[src/common/split_timer_pkg.sv]
package split_timer_pkg;

    // register indices; byte address = 4*index
    localparam logic [5:0] REG_RUN_CTRL   = 6'h00;
    localparam logic [5:0] REG_PIN_EN     = 6'h01;
    localparam logic [5:0] REG_IDLE_VAL   = 6'h02;
    localparam logic [5:0] REG_SPLIT_CTRL = 6'h03;
    localparam logic [5:0] REG_CMD_CLR    = 6'h04;
    localparam logic [5:0] REG_CMD_SET    = 6'h05;
    localparam logic [5:0] REG_INT_EN     = 6'h0a;
    localparam logic [5:0] REG_INT_FLAGS  = 6'h0b;
    localparam logic [5:0] REG_LOWER_CNT  = 6'h20;
    localparam logic [5:0] REG_UPPER_CNT  = 6'h21;
    localparam logic [5:0] REG_LOWER_TOP  = 6'h26;
    localparam logic [5:0] REG_UPPER_TOP  = 6'h27;
    localparam logic [5:0] REG_LOWER_CMP0 = 6'h28;
    localparam logic [5:0] REG_UPPER_CMP0 = 6'h29;
    localparam logic [5:0] REG_WAVE_MODE  = 6'h30;
    localparam logic [5:0] REG_IRQ_STATUS = 6'h31;

    // field positions
    localparam int RUN_BIT      = 0;
    localparam int DIV_LSB      = 1;
    localparam int CMDTGT_LSB   = 0;
    localparam int CMD_LSB      = 2;
    localparam int UPPER_LSB    = 4;
    localparam int LOWER_LSB    = 0;
    localparam int CMPF_LSB     = 4;
    localparam int UUNF_BIT     = 1;
    localparam int LOWER_UNDERFLOW_BIT     = 0;

    // reset values and masks
    localparam logic [7:0] TOP_RESET   = 8'hff;
    localparam logic [7:0] CTRL_RESET  = 8'h00;
    localparam logic [7:0] PIN_MASK    = 8'h77;
    localparam logic [7:0] RUN_MASK    = 8'h0f;
    localparam logic [7:0] FLAG_MASK   = 8'h73;

    // command and target codes
    localparam logic [1:0] CMD_NONE    = 2'h0;
    localparam logic [1:0] CMD_RESTART = 2'h2;
    localparam logic [1:0] CMD_HARD    = 2'h3;
    localparam logic [1:0] TGT_BOTH    = 2'h3;

    // wave modes: 0 none (idle levels), 1 frequency, 2 pulse width
    localparam logic [1:0] WAVE_FRQ    = 2'h1;
    localparam logic [1:0] WAVE_PWM    = 2'h2;

    localparam int CHANNELS = 3;
    localparam int PRESC_W  = 10;

    // one avalon request as the slave latches it
    typedef struct packed {
        logic [5:0] index;
        logic       write;
        logic [7:0] data;
    } bus_req_s;

    typedef enum logic [2:0] {
        BUS_IDLE = 3'b001,
        BUS_DO   = 3'b010,
        BUS_ACK  = 3'b100
    } bus_state_e;

endpackage : split_timer_pkg

[src/rtl/split_timer.sv]
`timescale 1ns/100ps
//Function
// - tick divider field bits 3:1 divides clock by 1,2,4,8,16,64,256,1024
// - counters run only while run bit 0 is set
// - upper pin enable n lets waveform drive upper output n in wave modes
// - lower pin enable n lets waveform drive lower output n in wave modes
// - while stopped, upper idle level n sets upper output n value
// - while stopped, lower idle level n sets lower output n value
// - pad sees value only when enabled; custom logic path bypasses enables
// - dual counter select bit 0 makes two independent 8-bit counters
// - clear alias: ones clear control bits, zeros leave them
// - set alias: ones set control bits, zeros leave them
// - command field: none, reserved, restart, hard reset; reads zero
// - hard reset ignored while running
// - target field 3 selects both counters, 0 none, others reserved
// - interrupt requested per enabled source flag
// - lower compare flag n set when lower count equals compare n
// - lower compare flags stay set until software writes one
// - upper underflow flag set when upper count reaches zero, only while dual counter select is set
// - lower underflow flag set when lower count reaches zero
// - underflow flags stay set until software writes one
// - lower top value register resets to all ones
// - upper top value register resets to all ones
// - lower compares continuously checked and drive waveforms
module split_timer
    import split_timer_pkg::*;
(
    // clock and reset
    input  wire logic        clock,
    input  wire logic        rstn,
    // avalon-mm slave
    input  wire logic [7:0]  address,
    input  wire logic        read,
    input  wire logic        write,
    input  wire logic [31:0] writedata,
    output logic      [31:0] readdata,
    output logic             waitrequest,
    // waveform outputs to pads, with enables (low while driving)
    output logic      [2:0]  padLower,
    output logic      [2:0]  padLowerOen,
    output logic      [2:0]  padUpper,
    output logic      [2:0]  padUpperOen,
    // waveform outputs to custom logic, enables bypassed
    output logic      [5:0]  logicWave,
    // interrupt request lines, one per source
    output logic      [7:0]  irqLines
);

    ////////////////////////////////////////////////////////////////////////
    // registers and state
    logic [7:0] runCtrl;
    logic [7:0] pinEn;
    logic [7:0] idleVal;
    logic       dualSel;
    logic [1:0] cmdTarget;
    logic [7:0] intEn;
    logic [7:0] interrupt_flags;
    logic [1:0] waveMode;
    logic [7:0] lowerCnt;
    logic [7:0] upperCnt;
    logic [7:0] lowerTop;
    logic [7:0] upperTop;
    logic [7:0] lowerCmp [CHANNELS];
    logic [7:0] upperCmp [CHANNELS];
    logic [2:0] lowerWave;
    logic [2:0] upperWave;
    logic [PRESC_W-1:0] presc;
    bus_state_e busState;
    bus_req_s   req;

    logic       running;
    logic       tick;
    logic       wrStb;
    logic       doRestart;
    logic       doHard;
    logic [1:0] cmdCode;
    logic [2:0] lowerHit;
    logic [7:0] next_flags;

    // divider ratio minus one as a mask of prescaler bits
    function automatic logic [PRESC_W-1:0] div_mask(input logic [2:0] sel);
        unique case (sel)
            3'h0: div_mask = 10'h000;
            3'h1: div_mask = 10'h001;
            3'h2: div_mask = 10'h003;
            3'h3: div_mask = 10'h007;
            3'h4: div_mask = 10'h00f;
            3'h5: div_mask = 10'h03f;
            3'h6: div_mask = 10'h0ff;
            3'h7: div_mask = 10'h3ff;
        endcase
    endfunction : div_mask

    assign running = runCtrl[RUN_BIT];
    // writes land in the answer cycle, at the edge where the master sees waitrequest low
    assign wrStb   = (busState == BUS_ACK) && req.write;

    ////////////////////////////////////////////////////////////////////////
    // bus slave: latch request, read one cycle later, then drop waitrequest as any write lands
    always_ff @(posedge clock) begin
        if (!rstn) begin
            busState <= BUS_IDLE;
            req      <= '0;
        end else begin
            unique case (busState)
                BUS_IDLE: begin
                    if (read || write) begin
                        req.index <= address[7:2];
                        req.write <= write;
                        req.data  <= writedata[7:0];
                        busState  <= BUS_DO;
                    end
                end
                BUS_DO:  busState <= BUS_ACK;
                BUS_ACK: busState <= BUS_IDLE;
                default: busState <= BUS_IDLE;
            endcase
        end
    end

    // waitrequest stays high except in the answering cycle
    always_ff @(posedge clock) begin
        if (!rstn) begin
            waitrequest <= 1'b1;
        end else begin
            waitrequest <= !(busState == BUS_DO);
        end
    end

    // read mux; unmapped offsets read zero, command field always reads zero
    always_ff @(posedge clock) begin
        if (!rstn) begin
            readdata <= '0;
        end else if (busState == BUS_DO && !req.write) begin
            readdata <= '0;
            unique case (req.index)
                REG_RUN_CTRL:   readdata[7:0] <= runCtrl & RUN_MASK;
                REG_PIN_EN:     readdata[7:0] <= pinEn;
                REG_IDLE_VAL:   readdata[7:0] <= idleVal;
                REG_SPLIT_CTRL: readdata[7:0] <= {7'h00, dualSel};
                REG_CMD_CLR,
                REG_CMD_SET:    readdata[7:0] <= {6'h00, cmdTarget};
                REG_INT_EN:     readdata[7:0] <= intEn;
                REG_INT_FLAGS:  readdata[7:0] <= interrupt_flags;
                REG_LOWER_CNT:  readdata[7:0] <= lowerCnt;
                REG_UPPER_CNT:  readdata[7:0] <= upperCnt;
                REG_LOWER_TOP:  readdata[7:0] <= lowerTop;
                REG_UPPER_TOP:  readdata[7:0] <= upperTop;
                REG_WAVE_MODE:  readdata[7:0] <= {6'h00, waveMode};
                REG_IRQ_STATUS: readdata[7:0] <= interrupt_flags & intEn;
                default: begin
                    for (int i = 0; i < CHANNELS; i++) begin
                        if (req.index == REG_LOWER_CMP0 + 6'(2 * i)) begin
                            readdata[7:0] <= lowerCmp[i];
                        end
                        if (req.index == REG_UPPER_CMP0 + 6'(2 * i)) begin
                            readdata[7:0] <= upperCmp[i];
                        end
                    end
                end
            endcase
        end
    end

    ////////////////////////////////////////////////////////////////////////
    // configuration registers
    always_ff @(posedge clock) begin
        if (!rstn) begin
            runCtrl  <= CTRL_RESET;
            pinEn    <= CTRL_RESET;
            idleVal  <= CTRL_RESET;
            dualSel  <= 1'b0;
            intEn    <= CTRL_RESET;
            waveMode <= 2'h0;
            lowerTop <= TOP_RESET;
            upperTop <= TOP_RESET;
            for (int i = 0; i < CHANNELS; i++) begin
                lowerCmp[i] <= 8'h00;
                upperCmp[i] <= 8'h00;
            end
        end else if (wrStb) begin
            unique case (req.index)
                REG_RUN_CTRL:   runCtrl  <= req.data & RUN_MASK;
                REG_PIN_EN:     pinEn    <= req.data & PIN_MASK;
                REG_IDLE_VAL:   idleVal  <= req.data & PIN_MASK;
                REG_SPLIT_CTRL: dualSel  <= req.data[0];
                REG_INT_EN:     intEn    <= req.data & FLAG_MASK;
                REG_LOWER_TOP:  lowerTop <= req.data;
                REG_UPPER_TOP:  upperTop <= req.data;
                REG_WAVE_MODE:  waveMode <= req.data[1:0];
                default: begin
                    for (int i = 0; i < CHANNELS; i++) begin
                        if (req.index == REG_LOWER_CMP0 + 6'(2 * i)) begin
                            lowerCmp[i] <= req.data;
                        end
                        if (req.index == REG_UPPER_CMP0 + 6'(2 * i)) begin
                            upperCmp[i] <= req.data;
                        end
                    end
                end
            endcase
        end
    end

    ////////////////////////////////////////////////////////////////////////
    // command aliases; target bits persist, command is a one-shot
    assign cmdCode = (wrStb && req.index == REG_CMD_SET)
                   ? req.data[CMD_LSB +: 2] : CMD_NONE;
    // reserved target codes select no counter
    assign doRestart = (cmdCode == CMD_RESTART) && (cmdTarget == TGT_BOTH);
    // hard reset dropped while running; needs both counters selected
    assign doHard = (cmdCode == CMD_HARD) && (cmdTarget == TGT_BOTH)
                  && !running;

    always_ff @(posedge clock) begin
        if (!rstn) begin
            cmdTarget <= 2'h0;
        end else if (wrStb && req.index == REG_CMD_CLR) begin
            cmdTarget <= cmdTarget & ~req.data[CMDTGT_LSB +: 2];
        end else if (wrStb && req.index == REG_CMD_SET) begin
            cmdTarget <= cmdTarget | req.data[CMDTGT_LSB +: 2];
        end
    end

    ////////////////////////////////////////////////////////////////////////
    // prescaler; counts while running, cleared while stopped or on restart; tick when masked bits are all ones
    always_ff @(posedge clock) begin
        if (!rstn || !running || doRestart) begin
            presc <= '0;
        end else begin
            presc <= presc + 1'b1;
        end
    end

    assign tick = running && ((presc & div_mask(runCtrl[DIV_LSB +: 3]))
                == div_mask(runCtrl[DIV_LSB +: 3]));

    ////////////////////////////////////////////////////////////////////////
    // counters: bus write wins over counting; down count with reload
    always_ff @(posedge clock) begin
        if (!rstn || doHard || doRestart) begin
            lowerCnt <= 8'h00;
        end else if (wrStb && req.index == REG_LOWER_CNT) begin
            lowerCnt <= req.data;
        end else if (tick) begin
            lowerCnt <= (lowerCnt == 8'h00) ? lowerTop : lowerCnt - 8'h01;
        end
    end

    always_ff @(posedge clock) begin
        if (!rstn || doHard || doRestart) begin
            upperCnt <= 8'h00;
        end else if (wrStb && req.index == REG_UPPER_CNT) begin
            upperCnt <= req.data;
        end else if (tick && dualSel) begin
            upperCnt <= (upperCnt == 8'h00) ? upperTop : upperCnt - 8'h01;
        end
    end

    ////////////////////////////////////////////////////////////////////////
    // flags: hardware set wins over software one-write clear
    always_comb begin
        for (int i = 0; i < CHANNELS; i++) begin
            lowerHit[i] = (lowerCnt == lowerCmp[i]);
        end
        next_flags = interrupt_flags;
        if (wrStb && req.index == REG_INT_FLAGS) begin
            next_flags = interrupt_flags & ~req.data;
        end
        if (tick) begin
            next_flags[CMPF_LSB +: 3] = next_flags[CMPF_LSB +: 3] | lowerHit;
            if (lowerCnt == 8'h00) begin
                next_flags[LOWER_UNDERFLOW_BIT] = 1'b1;
            end
            if (dualSel && upperCnt == 8'h00) begin
                next_flags[UUNF_BIT] = 1'b1;
            end
        end
        next_flags = next_flags & FLAG_MASK;
    end

    always_ff @(posedge clock) begin
        if (!rstn || doHard) begin
            interrupt_flags <= 8'h00;
        end else begin
            interrupt_flags <= next_flags;
        end
    end

    // one request line per enabled source
    always_ff @(posedge clock) begin
        if (!rstn) begin
            irqLines <= 8'h00;
        end else begin
            irqLines <= interrupt_flags & intEn;
        end
    end

    ////////////////////////////////////////////////////////////////////////
    // waveform generators; idle levels load while stopped
    always_ff @(posedge clock) begin
        if (!rstn) begin
            lowerWave <= 3'h0;
            upperWave <= 3'h0;
        end else if (!running) begin
            lowerWave <= idleVal[LOWER_LSB +: 3];
            upperWave <= idleVal[UPPER_LSB +: 3];
        end else if (doRestart) begin
            lowerWave <= 3'h0;
            upperWave <= 3'h0;
        end else if (tick) begin
            for (int i = 0; i < CHANNELS; i++) begin
                if (waveMode == WAVE_FRQ && lowerHit[i]) begin
                    lowerWave[i] <= ~lowerWave[i];
                end else if (waveMode == WAVE_PWM) begin
                    lowerWave[i] <= (lowerCnt <= lowerCmp[i]);
                end
                if (waveMode == WAVE_FRQ && upperCnt == upperCmp[i]) begin
                    upperWave[i] <= ~upperWave[i];
                end else if (waveMode == WAVE_PWM) begin
                    upperWave[i] <= (upperCnt <= upperCmp[i]);
                end
            end
        end
    end

    ////////////////////////////////////////////////////////////////////////
    // output stage; pads gated by enables, logic path not
    always_ff @(posedge clock) begin
        if (!rstn) begin
            padLower    <= 3'h0;
            padUpper    <= 3'h0;
            padLowerOen <= 3'h7;
            padUpperOen <= 3'h7;
            logicWave   <= 6'h00;
        end else begin
            padLower    <= lowerWave;
            padUpper    <= upperWave;
            padLowerOen <= ~pinEn[LOWER_LSB +: 3];
            padUpperOen <= ~pinEn[UPPER_LSB +: 3];
            logicWave   <= {upperWave, lowerWave};
        end
    end

endmodule : split_timer

[config.mk]
export PLATFORM = sky130hd
export DESIGN_NAME = split_timer
export DESIGN_NICKNAME = d
export VERILOG_FILES = /design/src/common/split_timer_pkg.sv /design/src/rtl/split_timer.sv
export SDC_FILE = /design/constraint.sdc
export NUM_CORES = 1
export LEC_CHECK = 0
export ABC_AREA = 1
export BUFFER_PORTS_ARGS = -buffer_cell sky130_fd_sc_hd__buf_2
export CAP_MARGIN = 25
export CORE_ASPECT_RATIO = 0.8
export CORE_MARGIN = 8
export CORE_UTILIZATION = 45
export CTS_CLUSTER_SIZE = 8
export DETAILED_ROUTE_END_ITERATION = 8
export PLACE_DENSITY = 0.62
export SLEW_MARGIN = 0
export SYNTH_ARGS = -nofsm -noshare
export SYNTH_HDL_FRONTEND = slang
export SYNTH_SLANG_ARGS = --single-unit
[constraint.sdc]
create_clock -name clock -period 2.4 [get_ports clock]
set_clock_uncertainty 0.05 [all_clocks]
set_input_delay 0.24 -clock clock [delete_from_list [all_inputs] [get_ports clock]]
set_output_delay 0.24 -clock clock [all_outputs]
set_load 0.05 [all_outputs]
### Word-level counts from Yosys, hierarchy flattened

Memories as Yosys holds them, arrays and structs flattened. A register that Yosys moved wholly into a read port is not among the register bits.
Cells that the tools add are included.

* $add $sub $neg: 3
* multiply operators: 0
* divide/modulo/power cells: 0
* order comparisons: 6
* equality and inequality tests: 42
* shift operators: 0
* multiplexer cells: 82
* bitwise operators: 22
* reductions and logical operators: 51

Operator list (count)
* 8-bit two-way mux: 18
* 8-bit case mux with 13 select lines: 1
* 6-bit equality test, second input constant: 12
* 8-bit equality test: 6
* 8-bit less-or-equal comparator: 6
* 1-bit two-way mux: 45
* 3-bit two-way mux: 12
* 2-bit AND reduction: 15
* 4-bit by 1-bit inequality test with 1-bit output, second input constant: 6
* 1-bit logical AND: 19
* 8-bit logical NOT: 2
* 8-bit by 1-bit subtractor with 8-bit output, second input constant: 2
* 7-bit AND: 2
* 6-bit by 2-bit equality test with 1-bit output, second input constant: 2
* 6-bit by 3-bit equality test with 1-bit output, second input constant: 2
* 6-bit by 4-bit equality test with 1-bit output, second input constant: 2
* 10-bit by 1-bit adder with 10-bit output, second input constant: 1
* 10-bit AND: 1
* 10-bit equality test: 1
* 2-bit equality test, second input constant: 4
* 2-bit two-way mux: 4
* 8-bit OR reduction: 1
* 7-bit two-way mux: 1
* 7-bit NOT: 1
* 20 further kinds: 40

* bits in registers: 132
* bits in latches: 0
* RAM bits: 48
* bits in read-only memories: 160
* input port bits: 44
* output and inout bits: 59
* word-level logic and storage cells: 241
* memories: 4

Memory list
* (no name shown): words 8, width 10, read ports 1, clocked after memory_dff 1, wr ports 0, RTL line split_timer.sv:82 `unique case (sel)`
* (no name shown): words 8, width 10, read ports 1, clocked after memory_dff 1, wr ports 0, RTL line split_timer.sv:82
* lowerCmp: words 3, width 8, read ports 3, clocked after memory_dff 0, wr ports 3, RTL line split_timer.sv:63 `logic [7:0] lowerCmp [CHANNELS];`
* upperCmp: words 3, width 8, read ports 3, clocked after memory_dff 0, wr ports 3, RTL line split_timer.sv:64 `logic [7:0] upperCmp [CHANNELS];`

### Logic depth before layout (Yosys ltp)

Gate-level depths: netlist (run 1).

* word-level depth: 9
* depth in mapped cells: 12
* depth with buffers taken out: 11

### Worst setup path after synthesis (run 1)

OpenSTA, ideal clock, no wires.

* kind: reg-to-reg
* start point: reg req[12] in the netlist's numbering
* end point: mem upperCmp[0][0], enable pin
* setup time: 0.384 ns
* arrival: 1.690 ns
* data required time: 1.966 ns
* setup slack: 0.276 ns
* cell stages (with the launch flop): 6
* path buffers: 1
* period minus slack after synthesis: 2.124 ns
* path through: dfxtp_1 -> inv_1 -> nor2_1 -> buf_4 -> nand2_1 -> o21ai_0

RTL lines
* start, declared: RTL line split_timer.sv:69 `bus_req_s req;`
* end, declared: RTL line split_timer.sv:64

==> reports/results.txt, run 1 <==
Status = complete, no violations
Area grow syn2layout = 12.6%
Area of the mapped netlist = 9460 µm²
Root Buffer = clkbuf_16
Final period util = 0.918
H-tree depth = 4
Total power = 0.00698 W
Starting Density = 0.459
CTS tree = done
Vias post-DR = 8582
Chip width = 178 µm
Antenna viol nets, final = 0
DP Wirelength = 22500 µm
Max clock buf depth = 2
Inst Count DP = 1558
Crit path time final = 2200 ps
Global route overflow = 0
First-pass GRT wire length = 45300 µm
Num CTS Buffers = 17
Max-slew violations = 0
Wire length per cell = 18.6 µm
Yosys cell types = 42
Number of global-route vias before repair = 7928
Top-count cell post-synth = nand2_1
Hold-fix buffers, CTS = 0
Routed vias/inst = 5.39
Starting DRC count in detailed routing = 863
Max Clk Rate = 454 MHz
Yosys warning count = 0
Core area = 20600 µm²
Setup Viol. Count Final = 0
Hold Slack = 28.3 ps
Post-synthesis sequential area ratio = 0.427
Drt total wl = 29500 µm
Rel. slew slack = 0.477
Cts repair resizes = 0
Clock Latency Late Sink = 440 ps
Post-CTS setup buffer count = 0
CP required = 2600 ps
Share of cells above drive strength 1 = 0.123
Post-Synthesis Cells = 1243
First-pass iteration count of the detailed router = 5
Die Footprint = 26000 µm²
Synth async-reset ratio = 0
Clk sinks = 178
GRT Overall Usage = 0.227
Synth area leaders = dfxtp_1, edfxtp_1, nand2_1
Initial antenna violation count = 0
Crit-path max cell delay = 540 ps
DRC = 0
Min-delay worst type = in -> reg
FILL cells = 2078
Pwr dens = 655 nW/µm²
DP Area = 10000 µm²
Critical Path Start Type = register
Final Hold Viols = 0
TNS Setup = 0 ps
Mapped Avg Cell Area = 7.61 µm²
Placer Congestion = 0.950
Non-filler cells, final = 1591
RSZ-0062 raised after global routing = false
I/O pins = 103
Slowest CP cell = dfxtp_1
Clk slew on worst S/H paths = 80 ps
Synth Flop Type = dfxtp_1
Max IR drop VDD = 0.000503 V
Yosys reg bits = 178
Crit-path max FO = 8
Largest net degree at the start of global routing = 77
Critical Path AT = 2410 ps
Setup Crit Path Kind = reg -> reg
Final Cell Area = 10700 µm²
Row cnt = 47
Crit. End Element = register
Leakage = 4.79 nW
NumNets Final = 1406
WP buf/inv = 0
# diodes = 0
Delay-heaviest family, CP = simple AND/OR/NAND/NOR gates
Worst-Margin Slew = 784 ps
IO buf count = 49
Max-cap viol count = 0
Synth cell count leaders = nand2_1, nor2_1, inv_1
Number of synthesized flops with an enable pin = 48
CP Cell Sequence = nor2_1 -> nand3_1 -> nand3_1 -> nor4_4 -> nand2_2 -> nor2_1
Cell taking the most area after synthesis = dfxtp_1
DIE HEIGHT = 146 µm
Post-synth top area share = 0.275
-- layout by cell type, fill, tap and decap left out, types with 48 or more instances in the layout --
| cell type | Yosys | routed |
|---|---|---|
| nor2_1 | 160 | 160 |
| a21oi_1 | 92 | 92 |
| nand2_1 | 245 | 245 |
| ha_1 | 53 | 53 |
| nand3_1 | 59 | 59 |
| buf_2 | 1 | 49 |
| dfxtp_1 | 130 | 130 |
| inv_1 | 140 | 140 |
| edfxtp_1 | 48 | 48 |
| o21ai_0 | 93 | 92 |
-- cell families (layout without fill, tap and decap cells) --
logic type	count (synthesis)	in the layout	synth area share
compound gates	243	243	0.139
xor+xnor	8	8	0.00740
fa+ha+maj	53	53	0.0701
buf+inv	215	268	0.101
flops	178	178	0.427
other cells	1	27	0.000396
simple gates	545	545	0.254
-- report_power, final --
group / switching, W / total, W / leakage [nW] / internal (W)
logic: 0.000600 / 0.000769 / 2.94 / 0.000169
clock network: 0.00140 / 0.00298 / 0.307 / 0.00158
registers: 0.0000806 / 0.00323 / 1.55 / 0.00315
-- cell type report --
type	instances	area (µm²)	share of cell area
well taps	269	337	0.0316
repair buffers	78	483	0.0453
flip-flops and latches	178	4040	0.380
clock buffers	18	450	0.0423
clock inverters	14	185	0.0174
inverters	158	593	0.0557
multi-input cells	876	4560	0.428
-- stage by stage --
step,utilization,setup slack (ps)
2_1_floorplan,-,276
3_3_place_gp,0.485,282
3_5_place_dp,0.485,259
4_1_cts,0.515,215
5_1_grt,0.516,74.1
6_report,0.516,196
-- routing by layer --
layer / share of wire / track usage
met1: 0.47 / 0.330
met2: 0.41 / 0.322
met3: 0.092 / 0.0552
met4: 0.024 / 0.0745
met5: 0 / 0
-- sequential cells by signal, summed over array words and instances (netlist names), 3 cells and up, named ones only --
register / count
idleVal: 6
padLowerOen: 3
runCtrl: 4
req: 15
padUpper: 3
padUpperOen: 3
intEn: 5
lowerTop: 8
upperTop: 8
lowerCmp: 24
pinEn: 6
irqLines: 5
interrupt_flags: 5
upperCmp: 24
lowerWave: 3
busState: 3
presc: 10
lowerCnt: 8
readdata: 8
upperCnt: 8
upperWave: 3
-- final timing paths --
path | from | cells after the start | endpoint | slack [ps]
min reg2reg | pinEn[5] | 1 | padUpperOen[1] | 360
max reg2reg | req[10] | 6 | upperCmp[0][23] | 200
min | write | 3 | req[8] | 30
max | req[10] | 6 | upperCmp[0][23] | 200
-- worst min-delay path: cells and delay by family --
kind                   cells  cell delay (ps)
AO/OA/AOI/OAI              1               60
buffers and inverters      1              110
AND/OR/NAND/NOR            1               60
No activity file was read; power rests on OpenSTA's default activity.
==> run 2: changes to the inputs <==
--- a/config.mk
+++ b/config.mk
@@ -8,12 +8,14 @@
 export ABC_AREA = 1
 export BUFFER_PORTS_ARGS = -buffer_cell sky130_fd_sc_hd__buf_2
 export CAP_MARGIN = 25
+export CELL_PAD_IN_SITES_DETAIL_PLACEMENT = 0
+export CELL_PAD_IN_SITES_GLOBAL_PLACEMENT = 1
 export CORE_ASPECT_RATIO = 0.8
 export CORE_MARGIN = 8
-export CORE_UTILIZATION = 45
+export CORE_UTILIZATION = 44
 export CTS_CLUSTER_SIZE = 8
 export DETAILED_ROUTE_END_ITERATION = 8
-export PLACE_DENSITY = 0.62
+export PLACE_DENSITY = 0.79
 export SLEW_MARGIN = 0
 export SYNTH_ARGS = -nofsm -noshare
 export SYNTH_HDL_FRONTEND = slang
==> reports/results.txt, run 2 (synthesized netlist as in run 1, its figures left out) <==
Status = complete, no violations
I/O pins = 103 (unchanged)
Hold-fix buffers, CTS = 0 (unchanged)
Clk pwr share = 0.420 (-0.007)
Hold Slack = 16.7 ps (-11.6 ps)
Pwr dens = 648 nW/µm² (-1.1%)
P_sw = 0.00209 W (+0.32%)
Wire length per cell = 18.9 µm (+2.0%)
Clk slew on worst S/H paths = 80 ps (about the same)
Most frequent cells in the layout = nand2_1, nor2_1, inv_1, dfxtp_1
IO buf count = 49 (unchanged)
Max clock buf depth = 2 (unchanged)
Clock Latency Late Sink = 440 ps (about the same)
Clk sinks = 178 (unchanged)
Final Hold Viols = 0 (unchanged)
Setup Crit Path Kind = reg -> reg
Commonest non-fill, non-tap cell in the layout = nand2_1
CP required = 2610 ps (about the same)
NumNets Final = 1411 (+0.36%)
Int Pwr = 0.00483 W (-1.3%)
Min-delay worst type = in -> reg
Leakage = 4.82 nW (+0.49%)
DRC = 0 (unchanged)
Cts repair resizes = 0 (unchanged)
Global route overflow = 0 (unchanged)
# diodes = 0 (unchanged)
Vias post-DR = 8471 (-1.3%)
First-pass GRT wire length = 46500 µm (+2.7%)
Critical Path Start Type = register
H-tree depth = 4 (unchanged)
Final period util = 0.893 (-0.0251)
Max-slew violations = 0 (unchanged)
GRT Overall Usage = 0.229 (+0.00172)
Post-CTS setup buffer count = 0 (unchanged)
Part of the power in combinational logic = 0.112 (+0.002)
TNS Setup = 0 ps (unchanged)
Max Clk Rate = 467 MHz (+2.8%)
Routed vias/inst = 5.29 (-2.0%)
Initial antenna violation count = 0 (unchanged)
Largest registers = lowerCmp: 24 flops, upperCmp: 24 flops, req: 15 flops
Critical Path AT = 2350 ps (-60 ps)
Starting DRC count in detailed routing = 853 (-1.2%)
CTS tree = done
Setup Viol. Count Final = 0 (unchanged)
Chip width = 180 µm (+1.0%)
Crit. End Element = register
Cells on Worst Hold Path = 3 (unchanged)
Die Footprint = 26500 µm² (+2.0%)
Antenna viol nets, final = 0 (unchanged)
Largest net degree at the start of global routing = 77 (unchanged)
Placer Congestion = 0.943 (-0.72%)
Worst R2R Path Depth = 6 (unchanged)
Drt total wl = 30300 µm (+2.7%)
FILL cells = 2169 (+4.4%)
Root Buffer = clkbuf_16
Core area = 21300 µm² (+3.3%)
Worst-Margin Slew = 754 ps (-30.7 ps)
Starting Density = 0.444 (-0.0146)
Area grow syn2layout = 12.9%
Sequential share of power = 0.468 (+0.005)
First-pass iteration count of the detailed router = 5 (unchanged)
Number of global-route vias before repair = 7725 (-2.6%)
Rel. slew slack = 0.497 (+0.0210)
Sw Ratio = 0.302 (+0.00348)
Share of cells above drive strength 1 = 0.126 (+0.00331)
DP Area = 10100 µm² (+0.65%)
Crit path time final = 2140 ps (-60.2 ps)
Row cnt = 48 (+2.1%)
Num CTS Buffers = 17 (unchanged)
Final Cell Area = 10700 µm² (+0.26%)
Max IR drop VDD = 0.000412 V (-18%)
Final core utilization = 0.501 (-0.0152)
Max-cap viol count = 0 (unchanged)
RSZ-0062 raised after global routing = false
Crit-path max FO = 8 (unchanged)
DP Wirelength = 23300 µm (+3.4%)
DIE HEIGHT = 147 µm (+1.0%)
## run 2: cell count changes in the layout (fill, tap and decap cells not counted), sizes merged
cell      delta
inv          +2
buf          +5
clkinvlp     -1
clkbuf       -1
## run 2: final timing paths
| path | from | to | slack (ps) |
|---|---|---|---|
| max | req[9] | lowerCmp[0][22] | 260 |
| min | write | req[8] | 20 |
| max reg2reg | req[9] | lowerCmp[0][22] | 260 |
| min reg2reg | pinEn[1] | padLowerOen[1] | 370 |
## run 2: layout make-up
class                      instances  area [µm²]  area share
timing repair buffer              83         526      0.0492
sequential                       178        4040       0.379
clock inverter                    15         188      0.0176
multi-input combinational        876        4560       0.427
tap                              275         344      0.0322
inverter                         158         593      0.0555
clock buffer                      17         425      0.0398
## run 2: power by group through the flow
stage	clock network, W	logic [W]	registers (W)
detailed placement	0	0.000763	0.00330
global route	0.00304	0.000834	0.00324
CTS	0.00294	0.000765	0.00323
global placement	0	0.000758	0.00330
floorplan	0	0.000507	0.00330
finish	0.00291	0.000777	0.00324
## run 2: metal layers
metal / up-vias / part of all wire / global-route usage
met4: 0 / 0.022 / 0.0645
met5: - / 0 / 0
met3: 40 / 0.10 / 0.0738
met2: 354 / 0.39 / 0.315
li1: 4201 / - / -
met1: 3876 / 0.48 / 0.334
## run 2: stage by stage
step | std cells | total power [W] | setup slack, ps
2_1_floorplan | 1269 | 0.00381 | 276
3_3_place_gp | 1570 | 0.00406 | 328
3_5_place_dp | 1570 | 0.00407 | 298
4_1_cts | 1602 | 0.00694 | 283
5_1_grt | 1602 | 0.00712 | 43.5
6_report | 1602 | 0.00692 | 256
## run 2: worst max-delay path, cell delays in order, from the launching register on
cell and delay (ps):
dfxtp_1 520, nor2_1 140, nand3_1 230, nand3_1 200, nor4_4 370, nand2_2 210
nor2_1 240
==> run 3: changes to the inputs <==
--- a/config.mk
+++ b/config.mk
@@ -15,7 +15,7 @@
 export CORE_UTILIZATION = 44
 export CTS_CLUSTER_SIZE = 8
 export DETAILED_ROUTE_END_ITERATION = 8
-export PLACE_DENSITY = 0.79
+export PLACE_DENSITY_LB_ADDON = 0.3
 export SLEW_MARGIN = 0
 export SYNTH_ARGS = -nofsm -noshare
 export SYNTH_HDL_FRONTEND = slang
==> reports/results.txt, run 3 (synthesized netlist as in run 1, its figures left out) <==
Area grow syn2layout = 12.6%
Routed vias/inst = 5.33 (+0.75%)
Pwr dens = 648 nW/µm² (about the same)
Crit-path max cell delay = 540 ps (+20 ps)
P_sw = 0.00217 W (+3.7%)
Part of the power in combinational logic = 0.113 (about the same)
GRT Overall Usage = 0.232 (+0.00283)
Critical Path AT = 2390 ps (+40 ps)
Hold-fix buffers, CTS = 0 (unchanged)
Vias post-DR = 8540 (+0.81%)
Pre-CTS setup slack = 284 ps (-14.4 ps)
Clk pwr share = 0.418 (-0.002)
Setup Crit Path Kind = reg -> reg
Core area = 21300 µm² (unchanged)
Starting DRC count in detailed routing = 900 (+5.5%)
DRC = 0 (unchanged)
CTS tree = done
H-tree depth = 4 (unchanged)
Sw Ratio = 0.314 (+0.0118)
CP required = 2610 ps (about the same)
Int Pwr = 0.00474 W (-1.8%)
Clock Latency Late Sink = 450 ps (about the same)
RSZ-0062 raised after global routing = false
Setup ws final = 225 ps (-31.8 ps)
Die Footprint = 26500 µm² (unchanged)
Crit. End Element = register
Slowest CP cell = dfxtp_1
Max-slew violations = 0 (unchanged)
Max-cap viol count = 0 (unchanged)
Max IR drop VDD = 0.000446 V (+8.2%)
Final period util = 0.906 (+0.0133)
Placer Congestion = 0.949 (+0.60%)
DP Area = 10100 µm² (-0.17%)
Crit path time final = 2180 ps (+31.8 ps)
Number of global-route vias before repair = 8023 (+3.9%)
Wire length per cell = 19.1 µm (+1.2%)
Setup Viol. Count Final = 0 (unchanged)
Row cnt = 48 (unchanged)
Share of cells above drive strength 1 = 0.127 (+0.000658)
DIE HEIGHT = 147 µm (unchanged)
Final Cell Area = 10700 µm² (-0.22%)
Status = complete, no violations
Starting Density = 0.444 (unchanged)
Crit-path max FO = 8 (unchanged)
Drt total wl = 30700 µm (+1.2%)
First-pass GRT wire length = 47200 µm (+1.6%)
First-pass iteration count of the detailed router = 5 (unchanged)
Max Clk Rate = 460 MHz (-1.5%)
Sequential share of power = 0.469 (about the same)
Max clock buf depth = 2 (unchanged)
Root Buffer = clkbuf_16
TNS Setup = 0 ps (unchanged)
Chip width = 180 µm (unchanged)
I/O pins = 103 (unchanged)
Largest registers = lowerCmp: 24 flops, upperCmp: 24 flops, req: 15 flops
Largest net degree at the start of global routing = 31 (-60%)
IO buf count = 49 (unchanged)
Critical Path Start Type = register
Leakage = 4.81 nW (-0.22%)
Num CTS Buffers = 17 (unchanged)
Commonest non-fill, non-tap cell in the layout = nand2_1
DP Wirelength = 23500 µm (+0.97%)
Antenna viol nets, final = 0 (unchanged)
Global route overflow = 0 (unchanged)
Post-CTS setup buffer count = 0 (unchanged)
Cts repair resizes = 0 (unchanged)
NumNets Final = 1412 (+0.071%)
Rel. slew slack = 0.357 (-0.141)
Most frequent cells in the layout = nand2_1, nor2_1, inv_1, dfxtp_1
# diodes = 0 (unchanged)
Clk slew on worst S/H paths = 80 ps (about the same)
Worst-Margin Slew = 964 ps (+211 ps)
Clk sinks = 178 (unchanged)
Final Hold Viols = 0 (unchanged)
Initial antenna violation count = 0 (unchanged)
CP Cell Sequence = nor2_1 -> nand3_1 -> nand3_1 -> nor4_4 -> nand2_2 -> nor2_1
Min-delay worst type = in -> reg
==> run 3: changes by cell type in the layout (fill, tap and decap cells not counted) <==
cell / previous run / this run
bufinv_16: 1 / 0
clkinv_8: 3 / 4
buf_4: 32 / 35
inv_6: 2 / 1
inv_12: 0 / 1
buf_12: 2 / 0
==> run 3: layer usage <==
metal | global-route usage | wire length [µm] | vias up
li1 | - | - | 4208
met1 | 0.324 | 14500 | 3933
met2 | 0.325 | 12100 | 358
met3 | 0.0854 | 3330 | 41
met4 | 0.0711 | 710 | 0
met5 | 0 | 0 | -
==> run 3: area by class of cell <==
| class | instances | area, µm² |
|---|---|---|
| fillers | 2169 | 10700 |
| multi-input cells | 876 | 4560 |
| clock buffers | 17 | 425 |
| repair buffers | 84 | 508 |
| clock inverters | 15 | 181 |
| inverters | 158 | 593 |
| well taps | 275 | 344 |
| flip-flops and latches | 178 | 4040 |
==> run 3: power groups by stage <==
stage,logic [W],registers [W],clock network (W)
final,0.000781,0.00324,0.00289
after floorplan,0.000507,0.00330,0
after global placement,0.000762,0.00330,0
after CTS,0.000766,0.00324,0.00291
after detailed placement,0.000765,0.00331,0
after global routing,0.000836,0.00325,0.00304
==> run 3: worst max-delay path: cells and delay by family, from the launching register on <==
| family | cells | cell delay, ps |
|---|---|---|
| and+or+nand+nor | 6 | 1430 |
| DFF | 1 | 540 |
==> run 3: path summary, 6_finish.rpt <==
path              startpoint         endpoint  slack (ps)  cells past startpoint
setup reg to reg     req[10]  upperCmp[0][20]         220                      6
setup / recovery     req[10]  upperCmp[0][20]         220                      6
hold reg to reg     pinEn[0]   padLowerOen[0]         360                      1
hold / removal         write           req[8]          30                      3
==> run 3: through the flow <==
stage	hold WS, ps	instances	utilization	power (W)
detailed placement	345	1571	0.471	0.00407
global route	39.7	1603	0.500	0.00712
floorplan	328	1269	-	0.00381
CTS	9.45	1603	0.500	0.00692
finish	31.6	1603	0.500	0.00691
global placement	346	1571	0.471	0.00407
